**src/rtl/bbrc_defs.svh**
```systemverilog
/*
  Offsets, field positions, reset values and decode constants of the
  buck-boost reference and mode control block.
  Assumes inclusion by bare name from the block's design files.
*/
`ifndef BBRC_DEFS_SVH
`define BBRC_DEFS_SVH

// Register offsets
`define BBRC_OFS_ENABLE 8'h00
`define BBRC_OFS_TARGET 8'h01
`define BBRC_OFS_FINE 8'h03
`define BBRC_OFS_GM 8'h04
`define BBRC_OFS_STATUS 8'h05

// Field positions
`define BBRC_EN_BIT 0
`define BBRC_FINE_BIT 4
`define BBRC_FREQ_MSB 2
`define BBRC_GM_MSB 2
`define BBRC_ST_REG_BIT 0
`define BBRC_ST_BOOST_BIT 1
`define BBRC_ST_PIN_BIT 2

// Reset values
`define BBRC_RST_ENABLE 8'h01
`define BBRC_RST_TARGET 8'h32
`define BBRC_RST_FINE 8'h00
`define BBRC_RST_GM 3'h5

// Reference step in mV per code of the 9-bit combined code
`define BBRC_REF_HALF_STEP_MV 12'h005

// Transconductance per code, microsiemens
`define BBRC_GM_US0 10'd87
`define BBRC_GM_US1 10'd100
`define BBRC_GM_US2 10'd117
`define BBRC_GM_US3 10'd333
`define BBRC_GM_US4 10'd400
`define BBRC_GM_US5 10'd500
`define BBRC_GM_US6 10'd667
`define BBRC_GM_US7 10'd1000

// Ramp midpoint of the 8-bit compensation scale
`define BBRC_RAMP_MID 8'h80
`define BBRC_RAMP_TOP 8'hFF

`endif

```
**src/rtl/bbrc_pkg.sv**
```systemverilog
/*
  Types shared by the buck-boost reference and mode control block.
  Assumes nothing beyond a SystemVerilog compiler.
*/
package bbrc_pkg;

  typedef struct packed {
    logic strobe;
    logic [7:0] addr;
    logic [7:0] data;
  } bbrc_wr_t;

  typedef struct packed {
    logic input_high_switch;
    logic input_low_switch;
    logic output_low_switch;
    logic output_high_switch;
  } bbrc_sw_t;

  typedef enum logic [3:0] {
    BBRC_I2C_IDLE = 4'h0,
    BBRC_I2C_ADDR = 4'h1,
    BBRC_I2C_ACKA = 4'h3,
    BBRC_I2C_PTR = 4'h2,
    BBRC_I2C_ACKP = 4'h6,
    BBRC_I2C_WDATA = 4'h7,
    BBRC_I2C_ACKW = 4'h5,
    BBRC_I2C_RDATA = 4'h4,
    BBRC_I2C_RACK = 4'hC
  } bbrc_i2c_st_t;

endpackage : bbrc_pkg

```
**src/rtl/bbrc_i2c_slave.sv**
```systemverilog
/*
  Two-wire management bus slave: address match, register pointer,
  burst writes and burst reads with auto-increment.
  Assumes scl and sda are open-drain pins pulled up outside; the bus
  clock is far slower than clock_i so edges are seen by sampling.
*/
`timescale 1ns/1ps

module bbrc_i2c_slave #(
  parameter logic [6:0] DEV_ADDR = 7'h2A // Arbitrary value
) (
  // Clock and reset
  input wire logic clock_i,
  input wire logic resetn_i,
  // Bus pins
  input wire logic scl_i,
  input wire logic sda_i,
  output logic sda_o,
  output logic sda_oe_o,
  // Register side
  output bbrc_pkg::bbrc_wr_t wr_o,
  output logic [7:0] rd_addr_o,
  input wire logic [7:0] rd_data_i
);

  logic [2:0] scl_s_r;
  logic [2:0] sda_s_r;
  bbrc_pkg::bbrc_i2c_st_t st_r;
  logic [3:0] cnt_r;
  logic [7:0] sh_r;
  logic [7:0] tx_r;
  logic [7:0] ptr_r;
  logic rw_r;
  logic nack_r;
  bbrc_pkg::bbrc_wr_t wr_r;

  // Stage 0 is read only by stage 1; edges use stages 1 and 2
  wire scl_rise = scl_s_r[1] & ~scl_s_r[2];
  wire scl_fall = ~scl_s_r[1] & scl_s_r[2];
  wire start_det = scl_s_r[1] & scl_s_r[2] & ~sda_s_r[1] & sda_s_r[2];
  wire stop_det = scl_s_r[1] & scl_s_r[2] & sda_s_r[1] & ~sda_s_r[2];
  wire byte_done = (cnt_r == 4'h8);
  wire addr_hit = (sh_r[7:1] == DEV_ADDR);
  wire ack_st = (st_r == bbrc_pkg::BBRC_I2C_ACKA) | (st_r == bbrc_pkg::BBRC_I2C_ACKP)
              | (st_r == bbrc_pkg::BBRC_I2C_ACKW);
  wire rd_low = (st_r == bbrc_pkg::BBRC_I2C_RDATA) & ~tx_r[7];

  assign sda_o = 1'b0;
  assign sda_oe_o = ack_st | rd_low;
  assign wr_o = wr_r;
  assign rd_addr_o = ptr_r;

  always_ff @(posedge clock_i) begin
    if (!resetn_i) begin
      scl_s_r <= 3'h7;
      sda_s_r <= 3'h7;
    end else begin
      scl_s_r <= {scl_s_r[1:0], scl_i};
      sda_s_r <= {sda_s_r[1:0], sda_i};
    end
  end

  always_ff @(posedge clock_i) begin
    if (!resetn_i) begin
      st_r <= bbrc_pkg::BBRC_I2C_IDLE;
      cnt_r <= 4'h0;
      sh_r <= 8'h00;
      tx_r <= 8'hFF;
      ptr_r <= 8'h00;
      rw_r <= 1'b0;
      nack_r <= 1'b0;
      wr_r <= '0;
    end else begin
      wr_r.strobe <= 1'b0;
      if (start_det) begin
        st_r <= bbrc_pkg::BBRC_I2C_ADDR;
        cnt_r <= 4'h0;
      end else if (stop_det) begin
        st_r <= bbrc_pkg::BBRC_I2C_IDLE;
      end else if (scl_rise) begin
        sh_r <= {sh_r[6:0], sda_s_r[1]};
        cnt_r <= cnt_r + 4'h1;
        if (st_r == bbrc_pkg::BBRC_I2C_RACK) begin
          nack_r <= sda_s_r[1];
          if (!sda_s_r[1]) begin
            ptr_r <= ptr_r + 8'h01;
          end
        end
      end else if (scl_fall) begin
        unique case (st_r)
          bbrc_pkg::BBRC_I2C_IDLE: begin
          end
          bbrc_pkg::BBRC_I2C_ADDR: begin
            if (byte_done) begin
              st_r <= addr_hit ? bbrc_pkg::BBRC_I2C_ACKA : bbrc_pkg::BBRC_I2C_IDLE;
              rw_r <= sh_r[0];
            end
          end
          bbrc_pkg::BBRC_I2C_ACKA: begin
            cnt_r <= 4'h0;
            tx_r <= rd_data_i;
            st_r <= rw_r ? bbrc_pkg::BBRC_I2C_RDATA : bbrc_pkg::BBRC_I2C_PTR;
          end
          bbrc_pkg::BBRC_I2C_PTR: begin
            if (byte_done) begin
              ptr_r <= sh_r;
              st_r <= bbrc_pkg::BBRC_I2C_ACKP;
            end
          end
          bbrc_pkg::BBRC_I2C_ACKP: begin
            cnt_r <= 4'h0;
            st_r <= bbrc_pkg::BBRC_I2C_WDATA;
          end
          bbrc_pkg::BBRC_I2C_WDATA: begin
            if (byte_done) begin
              wr_r <= '{strobe: 1'b1, addr: ptr_r, data: sh_r};
              st_r <= bbrc_pkg::BBRC_I2C_ACKW;
            end
          end
          bbrc_pkg::BBRC_I2C_ACKW: begin
            cnt_r <= 4'h0;
            ptr_r <= ptr_r + 8'h01;
            st_r <= bbrc_pkg::BBRC_I2C_WDATA;
          end
          bbrc_pkg::BBRC_I2C_RDATA: begin
            if (byte_done) begin
              st_r <= bbrc_pkg::BBRC_I2C_RACK;
            end else begin
              tx_r <= {tx_r[6:0], 1'b1};
            end
          end
          bbrc_pkg::BBRC_I2C_RACK: begin
            cnt_r <= 4'h0;
            tx_r <= rd_data_i;
            st_r <= nack_r ? bbrc_pkg::BBRC_I2C_IDLE : bbrc_pkg::BBRC_I2C_RDATA;
          end
          default: begin
            st_r <= bbrc_pkg::BBRC_I2C_IDLE;
          end
        endcase
      end
    end
  end

endmodule : bbrc_i2c_slave

```
**src/rtl/bbrc_top.sv**
```systemverilog
/*
  Reference and mode control of a four-switch buck-boost converter:
  register file behind the management bus, reference decode, error
  amplifier gain select, enable logic, dual ramps and switch patterns.
  Assumes comp_code_i comes from same-clock logic (a sampled
  compensation level) and that gate drivers add their own dead time.
*/
`timescale 1ns/1ps
`include "bbrc_defs.svh"

module bbrc_top #(
  parameter logic [6:0] DEV_ADDR = 7'h2A, // Arbitrary value
  parameter int COMP_W = 8
) (
  // Clock and reset
  input wire logic clock_i,
  input wire logic resetn_i,
  // Management bus pins
  input wire logic scl_i,
  input wire logic sda_i,
  output logic sda_o,
  output logic sda_oe_o,
  // Enable pin and loop input
  input wire logic enable_pin_i,
  input wire logic [COMP_W-1:0] comp_code_i,
  // Reference, amplifier and frequency select
  output logic [8:0] ref_code_o,
  output logic [11:0] ref_mv_o,
  output logic [2:0] gm_select_o,
  output logic [9:0] gm_us_o,
  output logic [2:0] freq_sel_o,
  // Power stage
  output bbrc_pkg::bbrc_sw_t switch_o,
  output logic boost_mode_o,
  output logic regulating_o
);

  initial begin
    if (COMP_W != 8) begin
      $error("bbrc_top: COMP_W must be 8");
    end
  end

  function automatic logic [11:0] ref_decode(input logic [8:0] code);
    logic [20:0] prod;
    prod = 21'(code) * 21'(`BBRC_REF_HALF_STEP_MV);
    return prod[11:0];
  endfunction : ref_decode

  function automatic logic [9:0] gm_decode(input logic [2:0] code);
    logic [9:0] us;
    us = `BBRC_GM_US0;
    unique case (code)
      3'h0: us = `BBRC_GM_US0;
      3'h1: us = `BBRC_GM_US1;
      3'h2: us = `BBRC_GM_US2;
      3'h3: us = `BBRC_GM_US3;
      3'h4: us = `BBRC_GM_US4;
      3'h5: us = `BBRC_GM_US5;
      3'h6: us = `BBRC_GM_US6;
      3'h7: us = `BBRC_GM_US7;
    endcase
    return us;
  endfunction : gm_decode

  bbrc_pkg::bbrc_wr_t wr;
  logic [7:0] rd_addr;
  logic [7:0] rd_data;

  bbrc_i2c_slave #(
    .DEV_ADDR(DEV_ADDR)
  ) u_bus (
    .clock_i(clock_i),
    .resetn_i(resetn_i),
    .scl_i(scl_i),
    .sda_i(sda_i),
    .sda_o(sda_o),
    .sda_oe_o(sda_oe_o),
    .wr_o(wr),
    .rd_addr_o(rd_addr),
    .rd_data_i(rd_data)
  );

  logic [7:0] enable_r;
  logic [7:0] target_r;
  logic [7:0] fine_r;
  logic [2:0] gm_r;
  logic [1:0] pin_s_r;
  logic [8:0] ref_code_r;
  logic [11:0] ref_mv_r;
  logic [9:0] gm_us_r;
  logic [7:0] ramp_r;
  logic ramp_up_r;
  bbrc_pkg::bbrc_sw_t sw_r;
  bbrc_pkg::bbrc_sw_t sw_nxt;
  logic boost_r;
  logic regulating_r;

  // Register decode
  wire wr_en = wr.strobe & (wr.addr == `BBRC_OFS_ENABLE);
  wire wr_tgt = wr.strobe & (wr.addr == `BBRC_OFS_TARGET);
  wire wr_fine = wr.strobe & (wr.addr == `BBRC_OFS_FINE);
  wire wr_gm = wr.strobe & (wr.addr == `BBRC_OFS_GM);
  wire pin_en = pin_s_r[1];
  wire [7:0] status_w = {5'h00, pin_en, boost_r, regulating_r};
  wire hit_en = (rd_addr == `BBRC_OFS_ENABLE);
  wire hit_tgt = (rd_addr == `BBRC_OFS_TARGET);
  wire hit_fine = (rd_addr == `BBRC_OFS_FINE);
  wire hit_gm = (rd_addr == `BBRC_OFS_GM);
  wire hit_st = (rd_addr == `BBRC_OFS_STATUS);

  // Unmapped offsets read as zero
  assign rd_data = hit_en ? enable_r :
                   hit_tgt ? target_r :
                   hit_fine ? fine_r :
                   hit_gm ? {5'h00, gm_r} :
                   hit_st ? status_w : 8'h00;

  always_ff @(posedge clock_i) begin
    if (!resetn_i) begin
      enable_r <= `BBRC_RST_ENABLE;
      target_r <= `BBRC_RST_TARGET;
      fine_r <= `BBRC_RST_FINE;
      gm_r <= `BBRC_RST_GM;
    end else begin
      // Reserved low codes are stored as written; the host keeps clear of them
      if (wr_tgt) target_r <= wr.data;
      if (wr_fine) fine_r <= wr.data;
      if (wr_en) enable_r <= wr.data;
      if (wr_gm) gm_r <= wr.data[`BBRC_GM_MSB:0];
    end
  end

  // Enable pin is asynchronous to the switching clock
  always_ff @(posedge clock_i) begin
    if (!resetn_i) begin
      pin_s_r <= 2'h0;
    end else begin
      pin_s_r <= {pin_s_r[0], enable_pin_i};
    end
  end

  // Combined code and reference level, one cycle behind the register write
  wire [8:0] ref_code_nxt = {target_r, fine_r[`BBRC_FINE_BIT]};
  wire [11:0] ref_mv_nxt = ref_decode(ref_code_nxt);

  always_ff @(posedge clock_i) begin
    if (!resetn_i) begin
      ref_code_r <= {`BBRC_RST_TARGET, 1'b0};
      ref_mv_r <= ref_decode({`BBRC_RST_TARGET, 1'b0});
      gm_us_r <= gm_decode(`BBRC_RST_GM);
    end else begin
      ref_code_r <= ref_code_nxt;
      ref_mv_r <= ref_mv_nxt;
      gm_us_r <= gm_decode(gm_r);
    end
  end

  // Triangle ramp; its mirror is the second ramp, 180 degrees apart
  wire [7:0] ramp_a = ramp_r;
  wire [7:0] ramp_b = `BBRC_RAMP_TOP - ramp_r;
  wire ramp_turn = ramp_up_r ? (ramp_r == `BBRC_RAMP_TOP) : (ramp_r == 8'h00);

  always_ff @(posedge clock_i) begin
    if (!resetn_i) begin
      ramp_r <= 8'h00;
      ramp_up_r <= 1'b1;
    end else begin
      if (ramp_turn) begin
        ramp_up_r <= ~ramp_up_r;
      end else begin
        ramp_r <= ramp_up_r ? ramp_r + 8'h01 : ramp_r - 8'h01;
      end
    end
  end

  // Duty scales so buck reaches full duty where boost starts at zero
  wire regulating_nxt = enable_r[`BBRC_EN_BIT] & pin_en;
  wire boost_nxt = (comp_code_i > `BBRC_RAMP_MID);
  wire [7:0] buck_lvl = {comp_code_i[6:0], 1'b0};
  wire [7:0] comp_over = comp_code_i - `BBRC_RAMP_MID;
  wire [7:0] boost_lvl = {comp_over[6:0], 1'b0};
  wire buck_on = (comp_code_i >= `BBRC_RAMP_MID) | (buck_lvl > ramp_a);
  wire boost_on = boost_lvl > ramp_b;

  always_comb begin
    sw_nxt = '0;
    if (!regulating_nxt) begin
      sw_nxt = '0;
    end else if (boost_nxt) begin
      sw_nxt.input_high_switch = 1'b1;
      sw_nxt.input_low_switch = 1'b0;
      sw_nxt.output_low_switch = boost_on;
      sw_nxt.output_high_switch = ~boost_on;
    end else begin
      sw_nxt.output_high_switch = 1'b1;
      sw_nxt.output_low_switch = 1'b0;
      sw_nxt.input_high_switch = buck_on;
      sw_nxt.input_low_switch = ~buck_on;
    end
  end

  always_ff @(posedge clock_i) begin
    if (!resetn_i) begin
      sw_r <= '0;
      boost_r <= 1'b0;
      regulating_r <= 1'b0;
    end else begin
      sw_r <= sw_nxt;
      boost_r <= regulating_nxt & boost_nxt;
      regulating_r <= regulating_nxt;
    end
  end

  assign ref_code_o = ref_code_r;
  assign ref_mv_o = ref_mv_r;
  assign gm_select_o = gm_r;
  assign gm_us_o = gm_us_r;
  assign freq_sel_o = fine_r[`BBRC_FREQ_MSB:0];
  assign switch_o = sw_r;
  assign boost_mode_o = boost_r;
  assign regulating_o = regulating_r;

endmodule : bbrc_top

```
**config.mk**
```make
export PLATFORM = sky130hd
export DESIGN_NAME = bbrc_top
export DESIGN_NICKNAME = d
export VERILOG_FILES = /design/src/rtl/bbrc_pkg.sv /design/src/rtl/bbrc_i2c_slave.sv /design/src/rtl/bbrc_top.sv
export VERILOG_INCLUDE_DIRS = /design/src /design/src/rtl
export SDC_FILE = /design/constraint.sdc
export NUM_CORES = 1
export LEC_CHECK = 0
export BUFFER_PORTS_ARGS = -buffer_cell sky130_fd_sc_hd__clkbuf_2
export CORE_UTILIZATION = 60
export DETAILED_ROUTE_END_ITERATION = 6
export PLACE_DENSITY = 0.85
export SLEW_MARGIN = 25
export SYNTH_ARGS = -nofsm -noshare
export SYNTH_HDL_FRONTEND = slang
export SYNTH_SLANG_ARGS = --single-unit
```
**constraint.sdc**
```tcl
create_clock -name clock_i -period 2.8 [get_ports clock_i]
set_input_delay 0.28 -clock clock_i [delete_from_list [all_inputs] [get_ports clock_i]]
set_output_delay 0.28 -clock clock_i [all_outputs]
set_load 0.1 [all_outputs]
```
==> metrics.txt, run 1 <==
# TYPE chip_impl_metric gauge
chip_impl_metric{name="global_route.overflow_total",unit=""} 0
chip_impl_metric{name="first_global_vias",unit=""} 5427
chip_impl_metric{name="max_cap_viol_count",unit=""} 0
chip_impl_metric{name="pin_count",unit=""} 58
chip_impl_metric{name="async_flop_share",unit="%"} 0
chip_impl_metric{name="seqCellArea",unit="um^2"} 2600
chip_impl_metric{name="drt-met1-wl",unit="mm"} 6.40
chip_impl_metric{name="worstSkewPairLatency",unit="ns"} 0.52
chip_impl_metric{name="count_of_endpoints_failing_setup_in_the_final_report",unit=""} 0
chip_impl_metric{name="fp.coreArea",unit="um^2"} 10500
chip_impl_metric{name="port_buffers",unit=""} 56
chip_impl_metric{name="clkSlewWorstSetupHoldPaths",unit="ns"} 0.05
chip_impl_metric{name="post_cts_resized",unit=""} 0
chip_impl_metric{name="track_usage",unit="%"} 28.5
chip_impl_metric{name="power.ir.vdd_worst",unit="V"} 0.000499
chip_impl_info{name="critPathMostFrequentCell",value="o21ai_0"} 1
chip_impl_metric{name="seq_area_frac_synth",unit="%"} 39.5
chip_impl_metric{name="grt_pass1_wl",unit="mm"} 25.5
chip_impl_metric{name="placedCellCount",unit=""} 901
chip_impl_metric{name="hold-worst-slack",unit="ns"} 0.118
chip_impl_metric{name="sum_of_negative_setup_slack",unit="ns"} 0
chip_impl_info{name="final_cell_mix",value="dfxtp_1 (130), nor2_1 (70), nand2_1 (57)"} 1
chip_impl_info{name="clock_tree.root_cell",value="clkbuf_8"} 1
chip_impl_info{name="timing.critical_path.cells",value="inv_1, ha_1, o21ai_0, o21ai_0, o21ai_0, and4_2, or4_1"} 1
chip_impl_metric{name="wl_per_cell",unit="um"} 16.5
chip_impl_metric{name="layout_min_cycle_time",unit="ns"} 2.43
chip_impl_metric{name="antenna_violations_before_repair",unit=""} 0
chip_impl_metric{name="layoutNonFillerInstCount",unit=""} 935
chip_impl_info{name="uppermost_metal_layer_occupied_by_signal_nets",value="met4"} 1
chip_impl_info{name="hp-class",value="in2reg"} 1
chip_impl_metric{name="synthCells",unit=""} 743
chip_impl_metric{name="final_min_period_over_clock_period",unit="%"} 86.7
chip_impl_metric{name="numClockSinks",unit=""} 130
chip_impl_metric{name="finClkSkew",unit="ns"} 0.00681
chip_impl_metric{name="detailroute.wirelength.met3",unit="mm"} 1.02
chip_impl_metric{name="critical_path_arrival",unit="ns"} 2.82
chip_impl_metric{name="final_antenna_net_count",unit=""} 0
chip_impl_metric{name="final_layout_size_suffix_gt1_share",unit="%"} 14.0
chip_impl_metric{name="synth.distinct_cells",unit=""} 71
chip_impl_metric{name="syn_avg_cell_area",unit="um^2"} 8.87
chip_impl_info{name="end_kind",value="flip-flop"} 1
chip_impl_metric{name="ys_seq_elements",unit=""} 130
chip_impl_metric{name="cp.buffers_inverters",unit=""} 1
chip_impl_metric{name="crit_path_max_fanout",unit=""} 7
chip_impl_info{name="startpoint_type",value="flip-flop"} 1
chip_impl_metric{name="routed_via_density",unit=""} 6.01
chip_impl_metric{name="fin_ws",unit="ns"} 0.372
chip_impl_metric{name="rows",unit=""} 37
chip_impl_metric{name="synthesis.nets",unit=""} 806
chip_impl_metric{name="final_max_tran_viols",unit=""} 0
chip_impl_info{name="tritoncts",value="built"} 1
chip_impl_metric{name="overall_routed_net_length",unit="mm"} 15.4
chip_impl_metric{name="worstMarginPinSlew",unit="ns"} 0.757
chip_impl_metric{name="clockBufferDepth",unit=""} 2
chip_impl_metric{name="placement.setup.worst_slack",unit="ns"} 0.438
chip_impl_info{name="synth_top_flop_cell",value="dfxtp_1"} 1
chip_impl_metric{name="areaGrowthSynthToFinish",unit="%"} 13.6
chip_impl_info{name="grt_setup_unrepaired",value="false"} 1
chip_impl_metric{name="htree_levels",unit=""} 4
chip_impl_metric{name="final_net_count",unit=""} 851
chip_impl_metric{name="cts_hold_buffers",unit=""} 4
chip_impl_metric{name="num_antenna_cells",unit=""} 0
chip_impl_metric{name="post-cts-setup-buffers",unit=""} 0
chip_impl_info{name="run_status",value="finished, final reports clean"} 1
chip_impl_metric{name="place_congestion",unit=""} 0.893
chip_impl_info{name="mostFrequentLayoutCell",value="dfxtp_1"} 1
chip_impl_metric{name="syn_area",unit="um^2"} 6590
chip_impl_metric{name="floorplan.initialDensity",unit="%"} 62.7
chip_impl_info{name="slowest_stage",value="or4_1"} 1
chip_impl_metric{name="drt_first_pass_iters",unit=""} 7
chip_impl_metric{name="multiInputGateArea",unit="um^2"} 3630
chip_impl_metric{name="dieWidth",unit="um"} 107
chip_impl_metric{name="n_fill_cell",unit=""} 761
chip_impl_metric{name="die-area",unit="um^2"} 11400
chip_impl_metric{name="dr_total_vias",unit=""} 5621
chip_impl_metric{name="chipHeight",unit="um"} 107
chip_impl_metric{name="initialDrtViolationCount",unit=""} 425
chip_impl_metric{name="detail_route.drc_violations",unit=""} 0
chip_impl_metric{name="report.final.hold_viol_count",unit=""} 0
chip_impl_metric{name="leakage",unit="nW"} 3.31
chip_impl_metric{name="power_density",unit="nW/um^2"} 542
chip_impl_info{name="worst_path_dominant_cell_family",value="simple AND/OR/NAND/NOR gates"} 1
chip_impl_metric{name="met2WireLength",unit="mm"} 7.47
chip_impl_metric{name="cts_buffers",unit=""} 17
chip_impl_info{name="criticalPathCategory",value="reg2reg"} 1
chip_impl_metric{name="place.detailed.hpwl",unit="mm"} 10.4
chip_impl_metric{name="synth_enable_flop_cells",unit=""} 0
chip_impl_metric{name="achievable-frequency",unit="GHz"} 0.412
chip_impl_metric{name="largest_net_degree_at_the_start_of_global_routing",unit=""} 33
chip_impl_metric{name="synthesis_warnings",unit=""} 0
chip_impl_metric{name="critical_path_required",unit="ns"} 3.19
chip_impl_metric{name="slew_headroom",unit="%"} 49.5
chip_impl_metric{name="slowest_delay",unit="ns"} 0.48
per-stage QoR:
stage          total power [W]  instance area, um^2  util [%]
2_1_floorplan          0.00203                 6590         -
3_3_place_gp           0.00207                 6910      65.7
3_5_place_dp           0.00208                 6910      65.7
4_1_cts                0.00406                 7480      71.2
5_1_grt                0.00418                 7480      71.2
6_report               0.00405                 7480      71.2
flip-flops by register name (all words and copies together), names as in the netlist, 2 cells and up:
register and flops:
switch_o 4, enable_r 8, u_bus.rd_addr_o 8, u_bus.tx_r 8, ref_code_o 9, u_bus.wr_o 17
pin_s_r 2, gm_us_o 10, target_r 8, u_bus.st_r 4, gm_select_o 3, u_bus.scl_s_r 3
ramp_a 8, u_bus.sh_r 8, u_bus.cnt_r 4, fine_r 8, ref_mv_o 10, u_bus.sda_s_r 3
tightest hold or removal path, cell delays in order:
cell      delay [ns]
clkbuf_2        0.11
o41ai_1         0.11
nor2_1          0.09
synth_stat cells, types with 5 or more instances:
master,n,area [um^2]
xor2_1,5,43.8
o211ai_1,9,67.6
a211oi_1,9,67.6
nand2b_1,14,87.6
o21ai_0,29,145
nor4_1,7,43.8
nand2_1,57,214
nor2b_1,11,68.8
clkbuf_1,29,109
a21boi_0,6,45.0
mux2i_1,56,561
o21a_1,6,45.0
dfxtp_1,130,2600
inv_1,40,150
nor3_1,11,55.1
nand4_1,6,37.5
and2_1,13,81.3
nand3_1,25,125
nor3b_1,7,52.6
buf_4,7,52.6
ha_1,48,601
nor2_1,70,263
nand3b_1,9,67.6
a21oi_1,45,225
routing by layer:
metal	track usage (%)	vias up
met5	0	-
met4	14.6	0
met3	7.72	50
met1	33.2	2637
li1	-	2706
met2	47.8	228
power breakdown:
| part | total, W | internal [W] | switching [W] |
|---|---|---|---|
| registers | 0.00188 | 0.00186 | 0.0000172 |
| logic | 0.000165 | 0.0000543 | 0.000111 |
| clock network | 0.00201 | 0.00125 | 0.000754 |
| total | 0.00405 | 0.00317 | 0.000882 |
area by class of cell:
class                           count  area share (%)
Inverter                           41            2.06
Clock inverter                      6           0.736
Tap cell                          136            2.27
Clock buffer                       24            6.42
Timing Repair Buffer               69            5.18
Sequential cell                   130            34.8
Multi-Input combinational cell    529            48.6
worst paths after layout:
path	end	slack, ns	cells past startpoint	from
setup / recovery	ramp_a[7]	0.37	7	ramp_up_r
hold / removal	boost_mode_o	0.12	3	comp_code_i[2]
setup reg to reg	ramp_a[7]	0.37	7	ramp_up_r
hold reg to reg	u_bus.scl_s_r[1]	0.41	1	u_bus.scl_s_r[0]
logic make-up (layout without fill, tap and decap cells):
kind of cell,Yosys count,after routing,share of synthesized area [%]
compound gates,152,152,15.1
xor+xnor,6,6,0.797
fa+ha+maj,51,51,9.87
buf+inv,84,140,5.37
flops,130,130,39.5
mux,59,59,9.02
other cells,1,1,0.0569
simple gates,260,260,20.3
No activity file was read; power rests on OpenSTA's default activity.
==> run 2: changes to the inputs <==
- CORE_UTILIZATION: 60 -> 40
- PLACE_DENSITY: 0.85 -> 0.64
- clock period: 2.8 -> 2.1 ns (I/O delays scaled with it)
==> metrics.txt, run 2 (synthesized netlist as in run 1, its figures left out) <==
# TYPE chip_impl_metric gauge
chip_impl_metric{name="place.detailed.hpwl",unit="mm"} 10.7
chip_impl_metric{name="overall_routed_net_length",unit="mm"} 15.0
chip_impl_metric{name="placement.setup.worst_slack",unit="ns"} -0.0573
chip_impl_info{name="startpoint_type",value="flip-flop"} 1
chip_impl_metric{name="pin_count",unit=""} 58
chip_impl_metric{name="htree_levels",unit=""} 4
chip_impl_metric{name="worstSkewPairLatency",unit="ns"} 0.43
chip_impl_metric{name="first_global_vias",unit=""} 5174
chip_impl_metric{name="max_cap_viol_count",unit=""} 0
chip_impl_metric{name="clockBufferDepth",unit=""} 2
chip_impl_metric{name="final_antenna_net_count",unit=""} 0
chip_impl_metric{name="final_net_count",unit=""} 895
chip_impl_metric{name="chipHeight",unit="um"} 130
chip_impl_metric{name="cts_buffers",unit=""} 17
chip_impl_metric{name="routed_via_density",unit=""} 5.19
chip_impl_info{name="worstReg2RegStart",value="ramp_a[3]"} 1
chip_impl_info{name="holdCritStartpoint",value="comp_code_i[1]"} 1
chip_impl_metric{name="n_fill_cell",unit=""} 1557
chip_impl_metric{name="hold-worst-slack",unit="ns"} 0.160
chip_impl_info{name="r2r_end",value="ramp_a[7]"} 1
chip_impl_metric{name="cp.buffers_inverters",unit=""} 1
chip_impl_metric{name="crit_cells",unit=""} 5
chip_impl_metric{name="clkSlewWorstSetupHoldPaths",unit="ns"} 0.06
chip_impl_info{name="criticalPathCategory",value="reg2reg"} 1
chip_impl_metric{name="power_density",unit="nW/um^2"} 690
chip_impl_info{name="tritoncts",value="built"} 1
chip_impl_metric{name="detail_route.drc_violations",unit=""} 0
chip_impl_metric{name="slew_headroom",unit="%"} 61.7
chip_impl_metric{name="areaGrowthSynthToFinish",unit="%"} 21.4
chip_impl_metric{name="floorplan.initialDensity",unit="%"} 41.2
chip_impl_metric{name="final_min_period_over_clock_period",unit="%"} 96.4
chip_impl_metric{name="place_congestion",unit=""} 0.877
chip_impl_metric{name="slowest_delay",unit="ns"} 0.55
chip_impl_metric{name="layout_min_cycle_time",unit="ns"} 2.02
chip_impl_metric{name="final_layout_size_suffix_gt1_share",unit="%"} 20.5
chip_impl_metric{name="largest_net_degree_at_the_start_of_global_routing",unit=""} 55
chip_impl_info{name="worst_path_dominant_cell_family",value="simple AND/OR/NAND/NOR gates"} 1
chip_impl_metric{name="final_max_tran_viols",unit=""} 0
chip_impl_metric{name="rows",unit=""} 46
chip_impl_info{name="hp-class",value="in2reg"} 1
chip_impl_info{name="crit_path_start",value="ramp_a[3]"} 1
chip_impl_info{name="slowest_stage",value="or4_4"} 1
chip_impl_metric{name="worstMarginPinSlew",unit="ns"} 0.574
chip_impl_metric{name="track_usage",unit="%"} 19.0
chip_impl_metric{name="crit_path_max_fanout",unit=""} 4
chip_impl_metric{name="largest_register_ff_count",unit=""} 17
chip_impl_info{name="grt_setup_unrepaired",value="false"} 1
chip_impl_info{name="mostFrequentLayoutCell",value="dfxtp_1"} 1
chip_impl_metric{name="achievable-frequency",unit="GHz"} 0.494
chip_impl_metric{name="critical_path_required",unit="ns"} 2.40
chip_impl_info{name="end_kind",value="flip-flop"} 1
chip_impl_metric{name="die-area",unit="um^2"} 17000
chip_impl_metric{name="leakage",unit="nW"} 3.54
chip_impl_metric{name="rrSetupSlack",unit="ns"} 0.08
chip_impl_metric{name="fp.coreArea",unit="um^2"} 16000
chip_impl_metric{name="num_antenna_cells",unit=""} 0
chip_impl_metric{name="layout.cell_area.non_filler",unit="um^2"} 8000
chip_impl_metric{name="fin_ws",unit="ns"} 0.0750
chip_impl_metric{name="dr_total_vias",unit=""} 5505
chip_impl_metric{name="final_core_utilization",unit="%"} 50.0
chip_impl_metric{name="report.final.hold_viol_count",unit=""} 0
chip_impl_info{name="clock_tree.root_cell",value="clkbuf_16"} 1
chip_impl_metric{name="hold-path-cell-count",unit=""} 3
chip_impl_metric{name="sum_of_negative_setup_slack",unit="ns"} 0
chip_impl_metric{name="post_dp_cell_area",unit="um^2"} 7360
chip_impl_metric{name="finClkSkew",unit="ns"} 0.00898
chip_impl_metric{name="port_buffers",unit=""} 56
chip_impl_metric{name="count_of_endpoints_failing_setup_in_the_final_report",unit=""} 0
chip_impl_metric{name="global_route.overflow_total",unit=""} 0
chip_impl_info{name="hold_end",value="boost_mode_o"} 1
chip_impl_info{name="run_status",value="finished, final reports clean"} 1
chip_impl_metric{name="antenna_violations_before_repair",unit=""} 0
chip_impl_metric{name="grt_pass1_wl",unit="mm"} 25.1
chip_impl_metric{name="drt_first_pass_iters",unit=""} 4
chip_impl_metric{name="reg2regPathDepth",unit=""} 5
chip_impl_metric{name="numClockSinks",unit=""} 130
chip_impl_metric{name="wl_per_cell",unit="um"} 14.1
chip_impl_metric{name="power.ir.vdd_worst",unit="V"} 0.000577
chip_impl_metric{name="critical_path_arrival",unit="ns"} 2.32
chip_impl_info{name="timing.critical_path.cells",value="inv_1, or4_4, and2_4, and4_2, or4_1"} 1
chip_impl_metric{name="dieWidth",unit="um"} 130
chip_impl_metric{name="initialDrtViolationCount",unit=""} 280
chip_impl_info{name="final_cell_mix",value="dfxtp_1 (127), nor2_1 (70), nand2_1 (57)"} 1
run 2: final cells by class:
class	instances	area, um^2	area share [%]
inverter	41	154	1.92
clock buffer	18	439	5.49
clock inverter	13	113	1.41
tap	216	270	3.38
sequential	130	2610	32.6
timing repair buffer	113	746	9.32
multi-input combinational	529	3670	45.9
run 2: stage by stage:
stage | total power [W] | std cells
after detailed placement | 0.00279 | 1023
after CTS | 0.00557 | 1058
after global routing | 0.00571 | 1060
after global placement | 0.00279 | 1023
after floorplan | 0.00271 | 743
final | 0.00552 | 1060
run 2: what timing repair did:
item | CTS | global route
resized for setup | 2 | 14
hold buffers | 4 | 0
hold endpoints to repair | 4 | 0
pin swaps | 0 | 3
setup endpoints to repair | 3 | 30
setup buffers | 0 | 2
cloned | 0 | 0
run 2: worst min-delay path, cell delays in order:
cell	delay, ns
clkbuf_2	0.11
o41ai_1	0.11
nor2_1	0.11
run 2: how the worst max path moves through the flow:
| stage | slack [ns] | to |
|---|---|---|
| after floorplan | 0.03 | u_bus.wr_o[15] |
| after global placement | -0.007 | ref_mv_o[9] |
| after detailed placement | -0.06 | ramp_a[7] |
| after CTS | 0.01 | ramp_a[7] |
| after global routing | 0.008 | ramp_a[7] |
| final | 0.08 | ramp_a[7] |
run 2: metal layers:
| metal | wire length (um) | share of wire (%) | up-vias | track usage (%) |
|---|---|---|---|---|
| met4 | 193 | 1.3 | 0 | 7.51 |
| li1 | - | - | 2809 | - |
| met1 | 7370 | 49 | 2561 | 24.6 |
| met2 | 6770 | 45 | 117 | 30.5 |
| met5 | 0 | 0 | - | 0 |
| met3 | 660 | 4.4 | 18 | 4.35 |
run 2: power by group:
group          switching, W  internal [W]  total, W
Combinational      0.000152     0.0000880  0.000240
Sequential        0.0000189       0.00249   0.00250
Clock               0.00113       0.00164   0.00277
Total               0.00130       0.00422   0.00552
